--- src/hdl/ssi_pkg.sv ---
// shared constants for the sleep, status and identification register bank
package ssi_pkg;
    localparam int CLK_HZ = 40_000_000;
    localparam int SLEEP_STEP_MS = 500;
    localparam int SLEEP_STEP_CYCLES = CLK_HZ / 1000 * SLEEP_STEP_MS;

    localparam int WORD_W = 16;
    localparam int ADDR_W = 7;
    localparam int FRAME_BITS = 16;

    localparam logic [6:0] SLEEP_CONTROL_OFS = 7'h24;
    localparam logic [6:0] FAULT_FLAGS_OFS = 7'h26;
    localparam logic [6:0] LOT_CODE_FIRST_OFS = 7'h32;
    localparam logic [6:0] LOT_CODE_SECOND_OFS = 7'h34;
    localparam logic [6:0] LOT_CODE_THIRD_OFS = 7'h36;
    localparam logic [6:0] PART_NUMBER_OFS = 7'h38;
    localparam logic [6:0] UNIT_SERIAL_OFS = 7'h3a;

    localparam logic [7:0] SLEEP_FOREVER = 8'hff;
    localparam logic [7:0] SLEEP_CONTROL_RST = 8'h00;
    localparam logic [15:0] FAULT_FLAGS_RST = 16'h0000;
    localparam logic [15:0] FAULT_FLAGS_USED = 16'h037d;

    localparam int FLAG_SUPPLY_LOW = 0;
    localparam int FLAG_FLASH_UPDATE = 2;
    localparam int FLAG_SPI_FAIL = 3;
    localparam int FLAG_OVERRANGE = 4;
    localparam int FLAG_SELF_TEST = 5;
    localparam int FLAG_CHECKSUM = 6;
    localparam int FLAG_ALARM1 = 8;
    localparam int FLAG_ALARM2 = 9;
    localparam int SERIAL_W = 14;

    // pin stage order: sclk, cs_n, din
    localparam int PIN_SCLK = 0;
    localparam int PIN_CS_N = 1;
    localparam int PIN_DIN = 2;
    localparam logic [2:0] PIN_IDLE = 3'h3;
endpackage : ssi_pkg

--- src/hdl/ssi_spi_if.sv ---
// carrier between the serial frontend and the register core
`timescale 1ns/1ps
interface ssi_spi_if;
    logic word_valid;
    logic [15:0] word;
    logic frame_err;
    logic cs_fall;
    logic [15:0] tx_word;
    modport slave (
        output word_valid,
        output word,
        output frame_err,
        output cs_fall,
        input tx_word
    );
    modport core (
        input word_valid,
        input word,
        input frame_err,
        input cs_fall,
        output tx_word
    );
endinterface : ssi_spi_if

--- src/hdl/ssi_regs.sv ---
// sleep control, fault flags and identification registers behind spi
`timescale 1ns/1ps
// Notes on behaviour
// - writing 0xff to sleep control low byte enters sleep until woken.
// - chip select falling edge, reset pulse or power cycle wakes.
// - sleep byte 0 to 254 sleeps that many half seconds.
// - fault flags read one on error, zero normally, reset to zero.
// - reading fault flags returns them then clears every flag except supply low bit 0.
// - persisting error sets its flag again at end of next sample.
// - supply low bit 0 follows the monitor, needs no read to clear.
// - spi failure bit 3 sets when clock count is not multiple of 16.
// - bit 9 second alarm, bit 8 first alarm; 15:10 and 7 unused.
// - bit 6 program checksum failure, bit 5 self-test failure.
// - bit 4 overrange, bit 2 flash update failure, bit 1 unused.
// - part number register returns a fixed read-only code.
// - three read-only lot registers return factory lot codes.
// - serial register holds 14-bit value in 13:0, top bits zero.
// - lot registers sit at byte addresses 0x32, 0x34 and 0x36.
module ssi_regs #(
    parameter int STEP_CYCLES = ssi_pkg::SLEEP_STEP_CYCLES,
    // arbitrary identification values, replaced by factory programming
    parameter logic [15:0] PART_CODE = 16'h1234,
    parameter logic [15:0] LOT_FIRST = 16'h0001,
    parameter logic [15:0] LOT_SECOND = 16'h0002,
    parameter logic [15:0] LOT_THIRD = 16'h0003,
    parameter logic [13:0] SERIAL_CODE = 14'h0001
) (
    input wire logic i_sys_clk,
    input wire logic i_rst_n,
    input wire logic i_sclk,
    input wire logic i_cs_n,
    input wire logic i_din,
    input wire logic i_sample_tick,
    input wire logic i_supply_low,
    input wire logic i_flash_fail,
    input wire logic i_overrange,
    input wire logic i_self_test_fail,
    input wire logic i_checksum_fail,
    input wire logic i_alarm1,
    input wire logic i_alarm2,
    output logic o_dout,
    output logic o_dout_oe_n,
    output logic o_sleep,
    output logic [15:0] o_fault_flags
);
    typedef enum logic [1:0] {
        AWAKE = 2'b00,
        SLEEP_HOLD = 2'b01,
        SLEEP_TIMED = 2'b10
    } ssi_power_t;

    logic rst_meta_q;
    logic rst_sync_q;
    logic rst_n;

    ssi_spi_if spi ();

    ssi_power_t pwr_q, pwr_d;
    logic [7:0] sleep_ctl_q;
    logic [15:0] flags_q, flags_d;
    logic [15:0] flag_set;
    logic [15:0] flag_cond;
    logic [15:0] tx_q, tx_d;
    logic timer_done;

    // reset release is synchronised; asserting stays asynchronous
    always_ff @(posedge i_sys_clk or negedge i_rst_n) begin
        if (!i_rst_n) begin
            rst_meta_q <= 1'b0;
            rst_sync_q <= 1'b0;
        end else begin
            rst_meta_q <= 1'b1;
            rst_sync_q <= rst_meta_q;
        end
    end
    assign rst_n = rst_sync_q;

    ssi_spi_slave u_spi (
        .i_clk(i_sys_clk),
        .i_rst_n(rst_n),
        .i_sclk(i_sclk),
        .i_cs_n(i_cs_n),
        .i_din(i_din),
        .o_dout(o_dout),
        .o_dout_oe_n(o_dout_oe_n),
        .bus(spi.slave)
    );

    // command word decode: bit 15 write, 14:8 byte address, 7:0 data
    function automatic logic hits(input logic [6:0] addr,
                                  input logic [6:0] ofs);
        hits = ({addr[6:1], 1'b0} == ofs);
    endfunction : hits

    wire cmd_write = spi.word[15];
    wire [6:0] cmd_addr = spi.word[14:8];
    wire [7:0] cmd_data = spi.word[7:0];
    wire cmd_read = spi.word_valid & ~cmd_write;

    // only the low byte holds sleep settings; upper byte writes are dropped
    wire sleep_wr = spi.word_valid & cmd_write
        & (cmd_addr == ssi_pkg::SLEEP_CONTROL_OFS);
    wire sleep_forever = (cmd_data == ssi_pkg::SLEEP_FOREVER);
    wire sleep_timed_go = sleep_wr & ~sleep_forever;
    wire flags_rd = cmd_read
        & hits(cmd_addr, ssi_pkg::FAULT_FLAGS_OFS);

    wire rd_sleep = hits(cmd_addr, ssi_pkg::SLEEP_CONTROL_OFS);
    wire rd_flags = hits(cmd_addr, ssi_pkg::FAULT_FLAGS_OFS);
    wire rd_lot1 = hits(cmd_addr, ssi_pkg::LOT_CODE_FIRST_OFS);
    wire rd_lot2 = hits(cmd_addr, ssi_pkg::LOT_CODE_SECOND_OFS);
    wire rd_lot3 = hits(cmd_addr, ssi_pkg::LOT_CODE_THIRD_OFS);
    wire rd_part = hits(cmd_addr, ssi_pkg::PART_NUMBER_OFS);
    wire rd_serial = hits(cmd_addr, ssi_pkg::UNIT_SERIAL_OFS);

    wire [15:0] serial_word = {2'b00, SERIAL_CODE};
    wire [15:0] sleep_word = {8'h00, sleep_ctl_q};

    // unmapped addresses and write commands answer zero on the next word
    wire [15:0] rd_value =
        rd_sleep ? sleep_word :
        rd_flags ? flags_q :
        rd_lot1 ? LOT_FIRST :
        rd_lot2 ? LOT_SECOND :
        rd_lot3 ? LOT_THIRD :
        rd_part ? PART_CODE :
        rd_serial ? serial_word :
        16'h0000;

    always_comb begin
        tx_d = tx_q;
        if (spi.word_valid) begin
            tx_d = cmd_write ? 16'h0000 : rd_value;
        end
    end

    always_ff @(posedge i_sys_clk or negedge rst_n) begin
        if (!rst_n) begin
            tx_q <= 16'h0000;
        end else begin
            tx_q <= tx_d;
        end
    end
    assign spi.tx_word = tx_q;

    always_ff @(posedge i_sys_clk or negedge rst_n) begin
        if (!rst_n) begin
            sleep_ctl_q <= ssi_pkg::SLEEP_CONTROL_RST;
        end else if (sleep_wr) begin
            sleep_ctl_q <= cmd_data;
        end
    end

    // error conditions, sampled at the end of each sample cycle
    always_comb begin
        flag_cond = 16'h0000;
        flag_cond[ssi_pkg::FLAG_FLASH_UPDATE] = i_flash_fail;
        flag_cond[ssi_pkg::FLAG_OVERRANGE] = i_overrange;
        flag_cond[ssi_pkg::FLAG_SELF_TEST] = i_self_test_fail;
        flag_cond[ssi_pkg::FLAG_CHECKSUM] = i_checksum_fail;
        flag_cond[ssi_pkg::FLAG_ALARM1] = i_alarm1;
        flag_cond[ssi_pkg::FLAG_ALARM2] = i_alarm2;
    end

    always_comb begin
        flag_set = flag_cond & {16{i_sample_tick}};
        flag_set[ssi_pkg::FLAG_SPI_FAIL] = spi.frame_err;
    end

    // a set in the clearing cycle survives, so no event is lost
    genvar b;
    for (b = 0; b < 16; b++) begin : g_flag
        if (b == ssi_pkg::FLAG_SUPPLY_LOW) begin : g_follow
            assign flags_d[b] = i_supply_low;
        end else if (ssi_pkg::FAULT_FLAGS_USED[b]) begin : g_sticky
            assign flags_d[b] = flag_set[b]
                | (flags_q[b] & ~flags_rd);
        end else begin : g_unused
            assign flags_d[b] = 1'b0;
        end
    end

    always_ff @(posedge i_sys_clk or negedge rst_n) begin
        if (!rst_n) begin
            flags_q <= ssi_pkg::FAULT_FLAGS_RST;
        end else begin
            flags_q <= flags_d;
        end
    end
    assign o_fault_flags = flags_q;

    ssi_sleep_timer #(
        .STEP_CYCLES(STEP_CYCLES)
    ) u_timer (
        .i_clk(i_sys_clk),
        .i_rst_n(rst_n),
        .i_start(sleep_timed_go),
        .i_steps(cmd_data),
        .i_cancel(spi.cs_fall),
        .o_done(timer_done)
    );

    // chip select wakes either sleep; reset pin and power-up reset us
    always_comb begin
        pwr_d = pwr_q;
        unique case (pwr_q)
            AWAKE: begin
                if (sleep_wr && sleep_forever) begin
                    pwr_d = SLEEP_HOLD;
                end else if (sleep_timed_go) begin
                    pwr_d = SLEEP_TIMED;
                end
            end
            SLEEP_HOLD: begin
                if (spi.cs_fall) begin
                    pwr_d = AWAKE;
                end
            end
            SLEEP_TIMED: begin
                if (spi.cs_fall || timer_done) begin
                    pwr_d = AWAKE;
                end
            end
            default: begin
                pwr_d = AWAKE;
            end
        endcase
    end

    always_ff @(posedge i_sys_clk or negedge rst_n) begin
        if (!rst_n) begin
            pwr_q <= AWAKE;
        end else begin
            pwr_q <= pwr_d;
        end
    end

    always_ff @(posedge i_sys_clk or negedge rst_n) begin
        if (!rst_n) begin
            o_sleep <= 1'b0;
        end else begin
            o_sleep <= (pwr_d != AWAKE);
        end
    end
endmodule : ssi_regs

--- src/hdl/ssi_spi_slave.sv ---
// oversampled spi mode 3 slave with 16-bit word framing
`timescale 1ns/1ps
module ssi_spi_slave (
    input wire logic i_clk,
    input wire logic i_rst_n,
    input wire logic i_sclk,
    input wire logic i_cs_n,
    input wire logic i_din,
    output logic o_dout,
    output logic o_dout_oe_n,
    ssi_spi_if.slave bus
);
    logic [2:0] pins;
    logic [2:0] s1_q, s2_q, s3_q, stab_q, prev_q;
    logic [3:0] cnt_q;
    logic [15:0] rx_q, tx_q;
    logic sclk_rise, sclk_fall, cs_fall, cs_rise, word_done;

    assign pins = {i_din, i_cs_n, i_sclk};

    // a pin change counts only once the second and third stages agree
    genvar g;
    for (g = 0; g < 3; g++) begin : g_sync
        always_ff @(posedge i_clk or negedge i_rst_n) begin
            if (!i_rst_n) begin
                s1_q[g] <= ssi_pkg::PIN_IDLE[g];
                s2_q[g] <= ssi_pkg::PIN_IDLE[g];
                s3_q[g] <= ssi_pkg::PIN_IDLE[g];
                stab_q[g] <= ssi_pkg::PIN_IDLE[g];
                prev_q[g] <= ssi_pkg::PIN_IDLE[g];
            end else begin
                s1_q[g] <= pins[g];
                s2_q[g] <= s1_q[g];
                s3_q[g] <= s2_q[g];
                stab_q[g] <= (s2_q[g] == s3_q[g]) ? s3_q[g] : stab_q[g];
                prev_q[g] <= stab_q[g];
            end
        end
    end

    wire sel = ~stab_q[ssi_pkg::PIN_CS_N];
    assign sclk_rise = sel & stab_q[ssi_pkg::PIN_SCLK]
        & ~prev_q[ssi_pkg::PIN_SCLK];
    assign sclk_fall = sel & ~stab_q[ssi_pkg::PIN_SCLK]
        & prev_q[ssi_pkg::PIN_SCLK];
    assign cs_fall = sel & prev_q[ssi_pkg::PIN_CS_N];
    assign cs_rise = ~sel & ~prev_q[ssi_pkg::PIN_CS_N];
    assign word_done = sclk_rise && (cnt_q == 4'hf);

    always_ff @(posedge i_clk or negedge i_rst_n) begin
        if (!i_rst_n) begin
            cnt_q <= 4'h0;
            rx_q <= 16'h0000;
            tx_q <= 16'h0000;
        end else begin
            if (cs_fall || cs_rise) begin
                cnt_q <= 4'h0;
            end else if (sclk_rise) begin
                cnt_q <= cnt_q + 4'h1;
            end
            if (sclk_rise) begin
                rx_q <= {rx_q[14:0], stab_q[ssi_pkg::PIN_DIN]};
            end
            // answer to the previous word starts at chip select or word edge
            if (cs_fall || (sclk_fall && cnt_q == 4'h0)) begin
                tx_q <= bus.tx_word;
            end else if (sclk_fall) begin
                tx_q <= {tx_q[14:0], 1'b0};
            end
        end
    end

    always_ff @(posedge i_clk or negedge i_rst_n) begin
        if (!i_rst_n) begin
            bus.word_valid <= 1'b0;
            bus.word <= 16'h0000;
            bus.frame_err <= 1'b0;
            bus.cs_fall <= 1'b0;
        end else begin
            bus.word_valid <= word_done;
            if (word_done) begin
                bus.word <= {rx_q[14:0], stab_q[ssi_pkg::PIN_DIN]};
            end
            bus.frame_err <= cs_rise && (cnt_q != 4'h0);
            bus.cs_fall <= cs_fall;
        end
    end

    assign o_dout = tx_q[15];
    assign o_dout_oe_n = ~sel;
endmodule : ssi_spi_slave

--- src/hdl/ssi_sleep_timer.sv ---
// half-second step timer for timed sleep
`timescale 1ns/1ps
module ssi_sleep_timer #(
    parameter int STEP_CYCLES = ssi_pkg::SLEEP_STEP_CYCLES
) (
    input wire logic i_clk,
    input wire logic i_rst_n,
    input wire logic i_start,
    input wire logic [7:0] i_steps,
    input wire logic i_cancel,
    output logic o_done
);
    logic [31:0] pre_q;
    logic [7:0] left_q;
    logic run_q;
    wire step_end = (pre_q == 32'(STEP_CYCLES - 1));

    always_ff @(posedge i_clk or negedge i_rst_n) begin
        if (!i_rst_n) begin
            pre_q <= 32'h0;
            left_q <= 8'h00;
            run_q <= 1'b0;
            o_done <= 1'b0;
        end else begin
            o_done <= 1'b0;
            if (i_start) begin
                pre_q <= 32'h0;
                left_q <= i_steps;
                run_q <= 1'b1;
            end else if (i_cancel) begin
                run_q <= 1'b0;
            end else if (run_q && left_q == 8'h00) begin
                run_q <= 1'b0;
                o_done <= 1'b1;
            end else if (run_q) begin
                pre_q <= step_end ? 32'h0 : pre_q + 32'h1;
                if (step_end) begin
                    left_q <= left_q - 8'h01;
                end
            end
        end
    end
endmodule : ssi_sleep_timer

--- config.mk ---
export PLATFORM = sky130hd
export DESIGN_NAME = ssi_regs
export DESIGN_NICKNAME = d
export VERILOG_FILES = /design/src/hdl/ssi_pkg.sv /design/src/hdl/ssi_spi_if.sv /design/src/hdl/ssi_regs.sv /design/src/hdl/ssi_spi_slave.sv /design/src/hdl/ssi_sleep_timer.sv
export SDC_FILE = /design/constraint.sdc
export NUM_CORES = 1
export LEC_CHECK = 0
export ABC_AREA = 0
export BUFFER_PORTS_ARGS = -buffer_cell sky130_fd_sc_hd__buf_2
export CAP_MARGIN = 20
export CORE_MARGIN = 4
export CORE_UTILIZATION = 60
export CTS_CLUSTER_SIZE = 30
export DETAILED_ROUTE_END_ITERATION = 12
export GPL_ROUTABILITY_DRIVEN = 0
export GPL_TIMING_DRIVEN = 0
export PLACE_DENSITY_LB_ADDON = 0.2
export SYNTH_ARGS = -nofsm -noshare
export SYNTH_HDL_FRONTEND = slang
export SYNTH_SLANG_ARGS = --single-unit
--- constraint.sdc ---
create_clock -name i_sys_clk -period 5.55 [get_ports i_sys_clk]
set_input_delay 0.2775 -clock i_sys_clk [delete_from_list [all_inputs] [get_ports i_sys_clk]]
set_output_delay 0.2775 -clock i_sys_clk [all_outputs]
set_load 0.01 [all_outputs]
# After elaboration in Yosys (flattened, before gate mapping)
# Cells that the tools add are included.
[totals]
reg_bits = 147
latchBits = 0
ram_bits = 0
mem_bits_ro = 0
out_inout_bits = 19
elab_cells = 139
n_memories = 0
[classes]
add_sub_neg = 3
n_mul = 0
div = 0
order_cmp = 0
eq_ne = 18
shifts = 0
mux = 33
bitwise_logic = 33
n_reduce_logical = 20
[ops]
columns = ["cell", "count"]
rows = [
  ["$mux 32", 5],
  ["$mux 13", 7],
  ["$eq 6x5->1 const B", 7],
  ["$mux 8", 5],
  ["$add 32x1->32 const B", 1],
  ["$eq 32x25->1 const B", 1],
  ["$mux 16", 2],
  ["$and 1x1->1", 18],
  ["$and 10x10->10", 1],
  ["$reduce_bool 2->1", 5],
  ["$eq 8x8->1 const B", 1],
  ["$logic_not 8->1", 1],
  ["$mux 2", 4],
  ["$mux 4", 2],
  ["$sub 8x1->8 const B", 1],
  ["$eq 7x6->1 const B", 1],
  ["$mux 1", 7],
  ["$not 1->1", 7],
  ["$or 1x1->1", 7],
  ["$pmux 2 s3", 1],
  ["$logic_and 1x1->1", 5],
  ["$add 4x1->4 const B", 1],
  ["$eq 4x4->1 const B", 1],
  ["$logic_not 4->1", 1],
  ["10 further kinds", 15],
]

# Depth between registers and ports, before layout
# Gate-level depths: netlist (run 1).
[depth]
word_depth = 9
mapped_depth = 11

# By module
# A second synthesis (run 1) with hierarchy kept.
[unflattened]
hier_cells = 625
hier_area_um2 = 6726.5
[by_module_without_submodules]
columns = ["module", "n_inst", "cells_each", "area_each_um2", "seq_area_each_um2"]
rows = [
  ["ssi_spi_slave", 1, 241, 2751.4, 1714.1],
  ["ssi_sleep_timer", 1, 254, 2449.8, 1051.0],
  ["ssi_regs", 1, 130, 1525.2, 800.8],
]

# Least setup slack after synthesis (run 1)
# OpenSTA, ideal clock, no wires.
[synth_path]
path_type = "register to register"
startpoint = "register u_timer.pre_q[22]"
endpoint = "register u_timer.left_q[6]"
arrival_time_ps = 2625
setup_slack_ps = 2802
path_stages_with_launch = 9
path_cell_list = "dfrtp_1 > or4b_2 > or4_4 > nor4_4 > or2_0 > buf_2 > buf_4 > o21ai_1 > o2bb2ai_1"
[synth_via]
elab_chain_len = 3
[synth_lines]
columns = ["element", "line", "rtl"]
rows = [
  ["start: declaration", "ssi_sleep_timer.sv:13", "logic [31:0] pre_q;"],
  ["start signal: assignment", "ssi_sleep_timer.sv:36", "pre_q <= step_end ? 32'h0 : pre_q + 32'h1;"],
  ["$eq 32x25->1", "ssi_sleep_timer.sv:16", "wire step_end = (pre_q == 32'(STEP_CYCLES - 1));"],
  ["$reduce_bool 2->1 (no line)", "--", ""],
  ["$reduce_and 4->1 (no line)", "--", ""],
  ["end signal: assignment", "ssi_sleep_timer.sv:28", "left_q <= i_steps;"],
  ["end signal: assignment", "ssi_sleep_timer.sv:38", "left_q <= left_q - 8'h01;"],
  ["end: declaration", "ssi_sleep_timer.sv:14", "logic [7:0] left_q;"],
]
# Every way passes these cells.
# A chain may end at the register's enable or synchronous reset.

# Worst setup path in the final report (run 1)
[layout_path]
startpoint = "register u_timer.pre_q[19]"
endpoint = "register u_timer.left_q[6]"
# Same word-level chain as after synthesis.

==> results of run 1 <==
power by group through the flow:
| stage | clock [uW] | combinational, uW | sequential, uW |
|---|---|---|---|
| 2_1_floorplan | 0 | 88.7 | 1160 |
| 3_3_place_gp | 0 | 112 | 1180 |
| 3_5_place_dp | 0 | 136 | 1170 |
| 4_1_cts | 1140 | 143 | 1150 |
| 5_1_grt | 1180 | 160 | 1160 |
| 6_report | 1120 | 141 | 1150 |
registers in the layout (all words and copies together) (netlist names), 4 cells and up:
register	flops
u_spi.tx_q	16
u_timer.left_q	8
spi.tx_word	11
o_fault_flags	8
u_spi.bus.word	16
u_spi.rx_q	15
sleep_ctl_q	8
u_spi.cnt_q	4
u_timer.pre_q	32
routing by layer:
| layer | track usage | share of wire |
|---|---|---|
| met1 | 0.312 | 0.47 |
| met4 | 0.0739 | 0.014 |
| met2 | 0.350 | 0.47 |
| met3 | 0.0646 | 0.049 |
| met5 | 0 | 0 |
area by class of cell:
type / count / area, um^2 / share of cell area
flip-flops and latches: 142 / 3570 / 0.491
multi-input cells: 355 / 2440 / 0.335
clock buffers: 22 / 453 / 0.0623
repair buffers: 36 / 273 / 0.0375
well taps: 133 / 166 / 0.0229
plain buffers: 29 / 163 / 0.0224
clock inverters: 10 / 138 / 0.0189
inverters: 20 / 75.1 / 0.0103
path summary, 6_finish.rpt:
check | cells past startpoint | end | startpoint
worst max-delay path | 8 | u_timer.left_q[6] | u_timer.pre_q[19]
worst min-delay path | 2 | rst_meta_q | i_rst_n
worst max register to register | 8 | u_timer.left_q[6] | u_timer.pre_q[19]
worst min register to register | 0 | u_timer.left_q[4] | rst_n
max in group asynchronous | 1 | u_spi.stab_q[0] | rst_n
min in group i_sys_clk | 3 | o_fault_flags[9] | i_sample_tick
stage by stage:
| stage | area (um^2) | hold WS [ps] | total power (uW) |
|---|---|---|---|
| 3_5_place_dp | 6580 | 65.6 | 1310 |
| 6_report | 7280 | 62.3 | 2410 |
| 3_3_place_gp | 6520 | 62.8 | 1290 |
| 2_1_floorplan | 6240 | -18.1 | 1250 |
| 5_1_grt | 7280 | 61.3 | 2500 |
| 4_1_cts | 7280 | 41.7 | 2430 |
cells by family (layout without fill, tap and decap cells):
| group | Yosys count | after routing | synth area share |
|---|---|---|---|
| buf+inv | 49 | 117 | 0.0382 |
| fa+ha+maj | 10 | 10 | 0.0189 |
| other cells | 2 | 9 | 0.00121 |
| flops | 142 | 142 | 0.574 |
| xor+xnor | 33 | 33 | 0.0465 |
| simple gates | 175 | 175 | 0.153 |
| compound gates | 80 | 80 | 0.0837 |
| mux | 48 | 48 | 0.0849 |
layout by cell type (no fill, tap or decap), types with 17 or more instances in the layout:
| cell | Yosys | layout |
|---|---|---|
| sky130_fd_sc_hd__buf_2 | 4 | 27 |
| sky130_fd_sc_hd__dfrtp_1 | 132 | 131 |
| sky130_fd_sc_hd__inv_1 | 19 | 19 |
| sky130_fd_sc_hd__mux2_2 | 38 | 38 |
| sky130_fd_sc_hd__nand2_1 | 37 | 37 |
| sky130_fd_sc_hd__nand4_1 | 17 | 17 |
| sky130_fd_sc_hd__nor2_1 | 43 | 43 |
| sky130_fd_sc_hd__o21ai_0 | 27 | 27 |
| sky130_fd_sc_hd__xnor2_1 | 17 | 17 |
worst max-delay path, stage by stage (launching register included):
cell and delay (ps):
sky130_fd_sc_hd__dfrtp_1 420, sky130_fd_sc_hd__or4b_2 690, sky130_fd_sc_hd__or4_4 570, sky130_fd_sc_hd__nor4_4 560, sky130_fd_sc_hd__or2_0 160, sky130_fd_sc_hd__buf_2 170, sky130_fd_sc_hd__buf_4 210, sky130_fd_sc_hd__o21ai_1 100
sky130_fd_sc_hd__o2bb2ai_1 130
==> impl_metrics.py, run 1 <==
metrics = {
    "synthesis": {
        "synth_seq_cells": 142,
        "netlist-cell-type-count": 55,
        "number_of_warnings_printed_during_yosys_synthesis": 0,
        "top_cells_by_count_synth": "sky130_fd_sc_hd__dfrtp_1, sky130_fd_sc_hd__nor2_1, sky130_fd_sc_hd__mux2_2",
        "yosys_most_used_dff": "sky130_fd_sc_hd__dfrtp_1",
        "syn-mean-instance-area_um2": 11.5,
        "post_synth_main_area_contributors": "sky130_fd_sc_hd__dfrtp_1, sky130_fd_sc_hd__mux2_2, sky130_fd_sc_hd__dfstp_2, sky130_fd_sc_hd__nor2_1, sky130_fd_sc_hd__xnor2_1",
        "netlist_instances": 539,
        "post-synth-top-count-cell": "sky130_fd_sc_hd__dfrtp_1",
        "synth.largest_area_cell": "sky130_fd_sc_hd__dfrtp_1",
        "yosysSeqAreaShare": 0.574,
        "async_flop_share": 1.00,
        "synth_enable_flop_cells": 0,
        "synth.cell_area_um2": 6220,
        "fraction_of_synthesized_cell_area_taken_by_the_top_area_cell_type": 0.531,
    },
    "timing": {
        "setup_viol_count_final": 0,
        "max_freq_mhz": 319,
        "fin_crit_sh": 0.565,
        "finalSetupTns_ps": 0,
        "rsz0062_at_grt": "false",
        "final-hold-violation-count": 0,
        "post_route_worst_setup_slack_ps": 2410,
        "finalMaxSlewViolations": 0,
        "max_slew_margin": 0.487,
        "worst-slew-pin-transition_ps": 770,
        "minimum_clock_period_after_layout_ps": 3140,
        "fin_skew_ps": 7.57,
    },
    "route": {
        "dr.first_iter.drc_count": 211,
        "wire_per_inst_um": 16.4,
        "num_vias": 4269,
        "dr.pass1.iters": 5,
        "drcViolationCount": 0,
        "route.final.wire_length_um": 12200,
        "detail-route-antenna-nets": 0,
        "routed_via_density": 5.71,
    },
    "floorplan": {
        "io-pin-count": 32,
        "initial_core_utilization": 0.627,
        "die_w_um": 110,
        "die-height_um": 110,
        "rows": 36,
        "fp.dieArea_um2": 12100,
        "area_of_the_core_um2": 9910,
    },
    "worst_setup_path": {
        "worstSetupPathType": "flop to flop",
        "start_kind": "flop",
        "cp_data_required_time_ps": 5950,
        "setup.worst_path.end_class": "flop",
        "r2r_setup_slack_ps": 2410,
        "cp.arrival_ps": 3540,
        "critical_path_peak_fanout": 10,
    },
    "clock_network": {
        "cts_inserted_buffers": 17,
        "tritoncts": "built",
        "root_buffer": "sky130_fd_sc_hd__clkbuf_8",
        "cts-root-to-sink-buffers": 2,
        "worst_setup_hold_path_clk_slew_ps": 60,
        "clkSinkCount": 142,
        "clock_insertion_delay_worst_skew_ps": 520,
        "cts_post_setup_buffers_inserted": 0,
        "post_cts.resized_instances": 0,
        "hold_buf_count_cts": 11,
        "htreeDepth": 4,
    },
    "flow_run": {
        "maxCapViolations": 0,
    },
    "grt": {
        "grt_util_all_layers": 0.227,
        "largest_net_degree_at_the_start_of_global_routing": 58,
        "grt_antenna_before_repair": 0,
        "wire_length_of_the_first_global_routing_pass_um": 21100,
        "globalRouteOverflowTotal": 0,
        "number_of_global_route_vias_before_repair": 4352,
    },
    "final_layout": {
        "nNetsFinal": 621,
        "post_route_cells_drive_above_1_share": 0.208,
        "nFillCells": 707,
        "finish.cell_count_without_fillers": 747,
        "area.growth.synth_to_final_pct": 17.0,
        "insertedDiodeCount": 0,
        "final_core_utilization": 0.734,
    },
    "placed_design": {
        "place.port_buffers": 23,
        "dpl.hpwl_um": 8140,
        "place_worst_setup_slack_ps": 2450,
        "dpl.cell_count": 704,
    },
    "power": {
        "p_clk_frac": 0.464,
        "power.sequential.fraction": 0.478,
        "power_switching_uw": 532,
        "cellInternalPower_uw": 1880,
        "cellPowerDensity_nw_per_um2": 332,
        "vdd_ir_drop_max_mv": 0.339,
        "total_leakage_power_uw": 0.00335,
        "comb_power_share": 0.059,
        "power_switching_share": 0.220,
    },
    "hold_path": {
        "hp-class": "input pin to async pin",
    },
    "run_status": {
        "outcome": "finished clean",
    },
}
(Power assumes the default switching activity.)
==> run 2, diff against run 1 <==
--- a/config.mk
+++ b/config.mk
@@ -9,7 +9,7 @@
 export BUFFER_PORTS_ARGS = -buffer_cell sky130_fd_sc_hd__buf_2
 export CAP_MARGIN = 20
 export CORE_MARGIN = 4
-export CORE_UTILIZATION = 60
+export CORE_UTILIZATION = 55
 export CTS_CLUSTER_SIZE = 30
 export DETAILED_ROUTE_END_ITERATION = 12
 export GPL_ROUTABILITY_DRIVEN = 0
==> constraint.sdc (replaced) <==
create_clock -name i_sys_clk -period 2.6 [get_ports i_sys_clk]
set_input_delay 0.13 -clock i_sys_clk [delete_from_list [all_inputs] [get_ports i_sys_clk]]
set_output_delay 0.13 -clock i_sys_clk [all_outputs]
set_load 0.01 [all_outputs]
==> impl_metrics.py, run 2 (synthesized netlist as in run 1, its figures left out) <==
metrics = {
    "worst_setup_path": {
        "cp_top_family": "simple AND/OR/NAND/NOR gates",
        "cp_data_required_time_ps": 2910,
        "critical_path_peak_fanout": 7,
        "start_kind": "flop",
        "worstSetupPathType": "flop to flop",
        "crit_chain": "or4b_4, or4_4, nor4_4, or2_0, buf_4, buf_8, o21ai_2, o2bb2ai_1",
        "slowest_stage_delay_on_critical_path_ps": 580,
        "cp.arrival_ps": 2810,
        "setup.worst_path.end_class": "flop",
        "cpMaxStageDelayCell": "sky130_fd_sc_hd__or4_4",
        "crit_buf_inv": 2,
    },
    "grt": {
        "globalRouteOverflowTotal": 0,
        "grt_antenna_before_repair": 0,
        "wire_length_of_the_first_global_routing_pass_um": 22100,
        "largest_net_degree_at_the_start_of_global_routing": 76,
        "grt_util_all_layers": 0.217,
        "number_of_global_route_vias_before_repair": 4515,
    },
    "placed_design": {
        "place.port_buffers": 23,
        "dpl.cell_count": 710,
        "place_worst_setup_slack_ps": -460,
        "dpl.hpwl_um": 8260,
    },
    "route": {
        "wire_per_inst_um": 16.4,
        "dr.pass1.iters": 5,
        "route.met3.wl_um": 640,
        "dr.first_iter.drc_count": 330,
        "route.final.wire_length_um": 12600,
        "route.layer.met1.wl_um": 5790,
        "drcViolationCount": 0,
        "detail-route-antenna-nets": 0,
        "top_layer_used": "met4",
        "met2RoutedLength_um": 6010,
        "routed_via_density": 5.62,
        "num_vias": 4323,
    },
    "final_layout": {
        "area.growth.synth_to_final_pct": 20.0,
        "insertedDiodeCount": 0,
        "largest_register_ff_count": 32,
        "layout.cells.most_common_list": "sky130_fd_sc_hd__dfrtp_1, sky130_fd_sc_hd__nor2_1, sky130_fd_sc_hd__mux2_2",
        "layout_commonest_cell": "sky130_fd_sc_hd__dfrtp_1",
        "post_route_cells_drive_above_1_share": 0.242,
        "biggestRegsByFlops": "u_timer.pre_q: 32 flops, u_spi.bus.word: 16 flops, u_spi.tx_q: 16 flops",
        "nNetsFinal": 636,
        "finish.cell_count_without_fillers": 769,
        "nFillCells": 806,
        "final_core_utilization": 0.682,
        "register_with_the_most_flip_flops": "u_timer.pre_q",
    },
    "floorplan": {
        "die_w_um": 114,
        "area_of_the_core_um2": 10900,
        "fp.dieArea_um2": 13100,
        "initial_core_utilization": 0.568,
        "rows": 38,
        "die-height_um": 114,
        "io-pin-count": 32,
    },
    "power": {
        "vdd_ir_drop_max_mv": 0.647,
        "cellPowerDensity_nw_per_um2": 698,
        "total_leakage_power_uw": 0.00344,
    },
    "timing": {
        "fin_skew_ps": 5.99,
        "finalMaxSlewViolations": 0,
        "fin_crit_sh": 0.961,
        "rsz0062_at_grt": "true",
        "final-hold-violation-count": 0,
        "setup_viol_count_final": 0,
        "fin_hold_ws_ps": 28.2,
        "post_route_worst_setup_slack_ps": 102,
        "max_slew_margin": 0.422,
        "minimum_clock_period_after_layout_ps": 2500,
        "max_freq_mhz": 400,
        "worst-slew-pin-transition_ps": 866,
    },
    "clock_network": {
        "clkSinkCount": 142,
        "worst_setup_hold_path_clk_slew_ps": 60,
        "cts_inserted_buffers": 17,
        "tritoncts": "built",
        "htreeDepth": 4,
        "root_buffer": "sky130_fd_sc_hd__clkbuf_16",
        "cts-root-to-sink-buffers": 2,
        "clock_insertion_delay_worst_skew_ps": 430,
    },
    "run_status": {
        "outcome": "finished clean",
    },
    "hold_path": {
        "hp-class": "input pin to flop",
    },
    "flow_run": {
        "maxCapViolations": 0,
    },
}
[run 2: area by class of cell]
type                    instances  area (um^2)  share of cell area
plain buffers                  26          160              0.0215
clock buffers                  19          433              0.0580
clock inverters                13          166              0.0223
inverters                      20         75.1              0.0101
multi-input cells             355         2480               0.333
flip-flops and latches        142         3570               0.478
well taps                     140          175              0.0235
repair buffers                 54          398              0.0533
[run 2: repair_timing]
item,4_1_cts,5_1_grt
setup endpoints to repair,41,41
gates resized for setup,9,7
hold buffers,12,0
endpoints found under the hold margin,12,0
buffers inserted,14,4
pin swaps,11,7
[run 2: power by group]
part	leakage, uW	total [uW]	internal (uW)	switching, uW
clock	0.000272	2450	1510	944
sequential	0.00184	2460	2350	111
combinational	0.00133	289	150	139
total	0.00344	5210	4010	1190
[run 2: worst paths after layout]
| kind | start | end | slack, ps | cells past startpoint |
|---|---|---|---|---|
| worst max-delay path | u_timer.pre_q[29] | u_timer.left_q[6] | 100 | 8 |
| worst min-delay path | i_sample_tick | o_fault_flags[9] | 30 | 3 |
| worst max register to register | u_timer.pre_q[29] | u_timer.left_q[6] | 100 | 8 |
| worst min register to register | rst_meta_q | rst_n | 350 | 0 |
| max in group asynchronous | rst_n | u_spi.tx_q[10] | 1310 | 1 |
| min in group asynchronous | rst_n | u_timer.pre_q[3] | 450 | 0 |
[run 2: routing by layer]
layer	vias up	GRT usage
met3	19	0.0692
met2	99	0.330
met4	0	0.0855
met1	2155	0.292
li1	2050	-
met5	-	0
[run 2: worst register-to-register path: stages (launching register included)]
cell and delay, ps:
sky130_fd_sc_hd__dfrtp_1 380, sky130_fd_sc_hd__or4b_4 530, sky130_fd_sc_hd__or4_4 580, sky130_fd_sc_hd__nor4_4 290, sky130_fd_sc_hd__or2_0 140, sky130_fd_sc_hd__buf_4 160
sky130_fd_sc_hd__buf_8 130, sky130_fd_sc_hd__o21ai_2 50, sky130_fd_sc_hd__o2bb2ai_1 130
[run 2: stage by stage]
stage	total power [uW]	cell area, um^2	TNS [ps]
after global placement	2760	6540	-75800
after floorplan	2680	6250	0
after CTS	5260	7410	0
final	5210	7460	0
after detailed placement	2780	6570	-11020
after global routing	5420	7460	-20.6
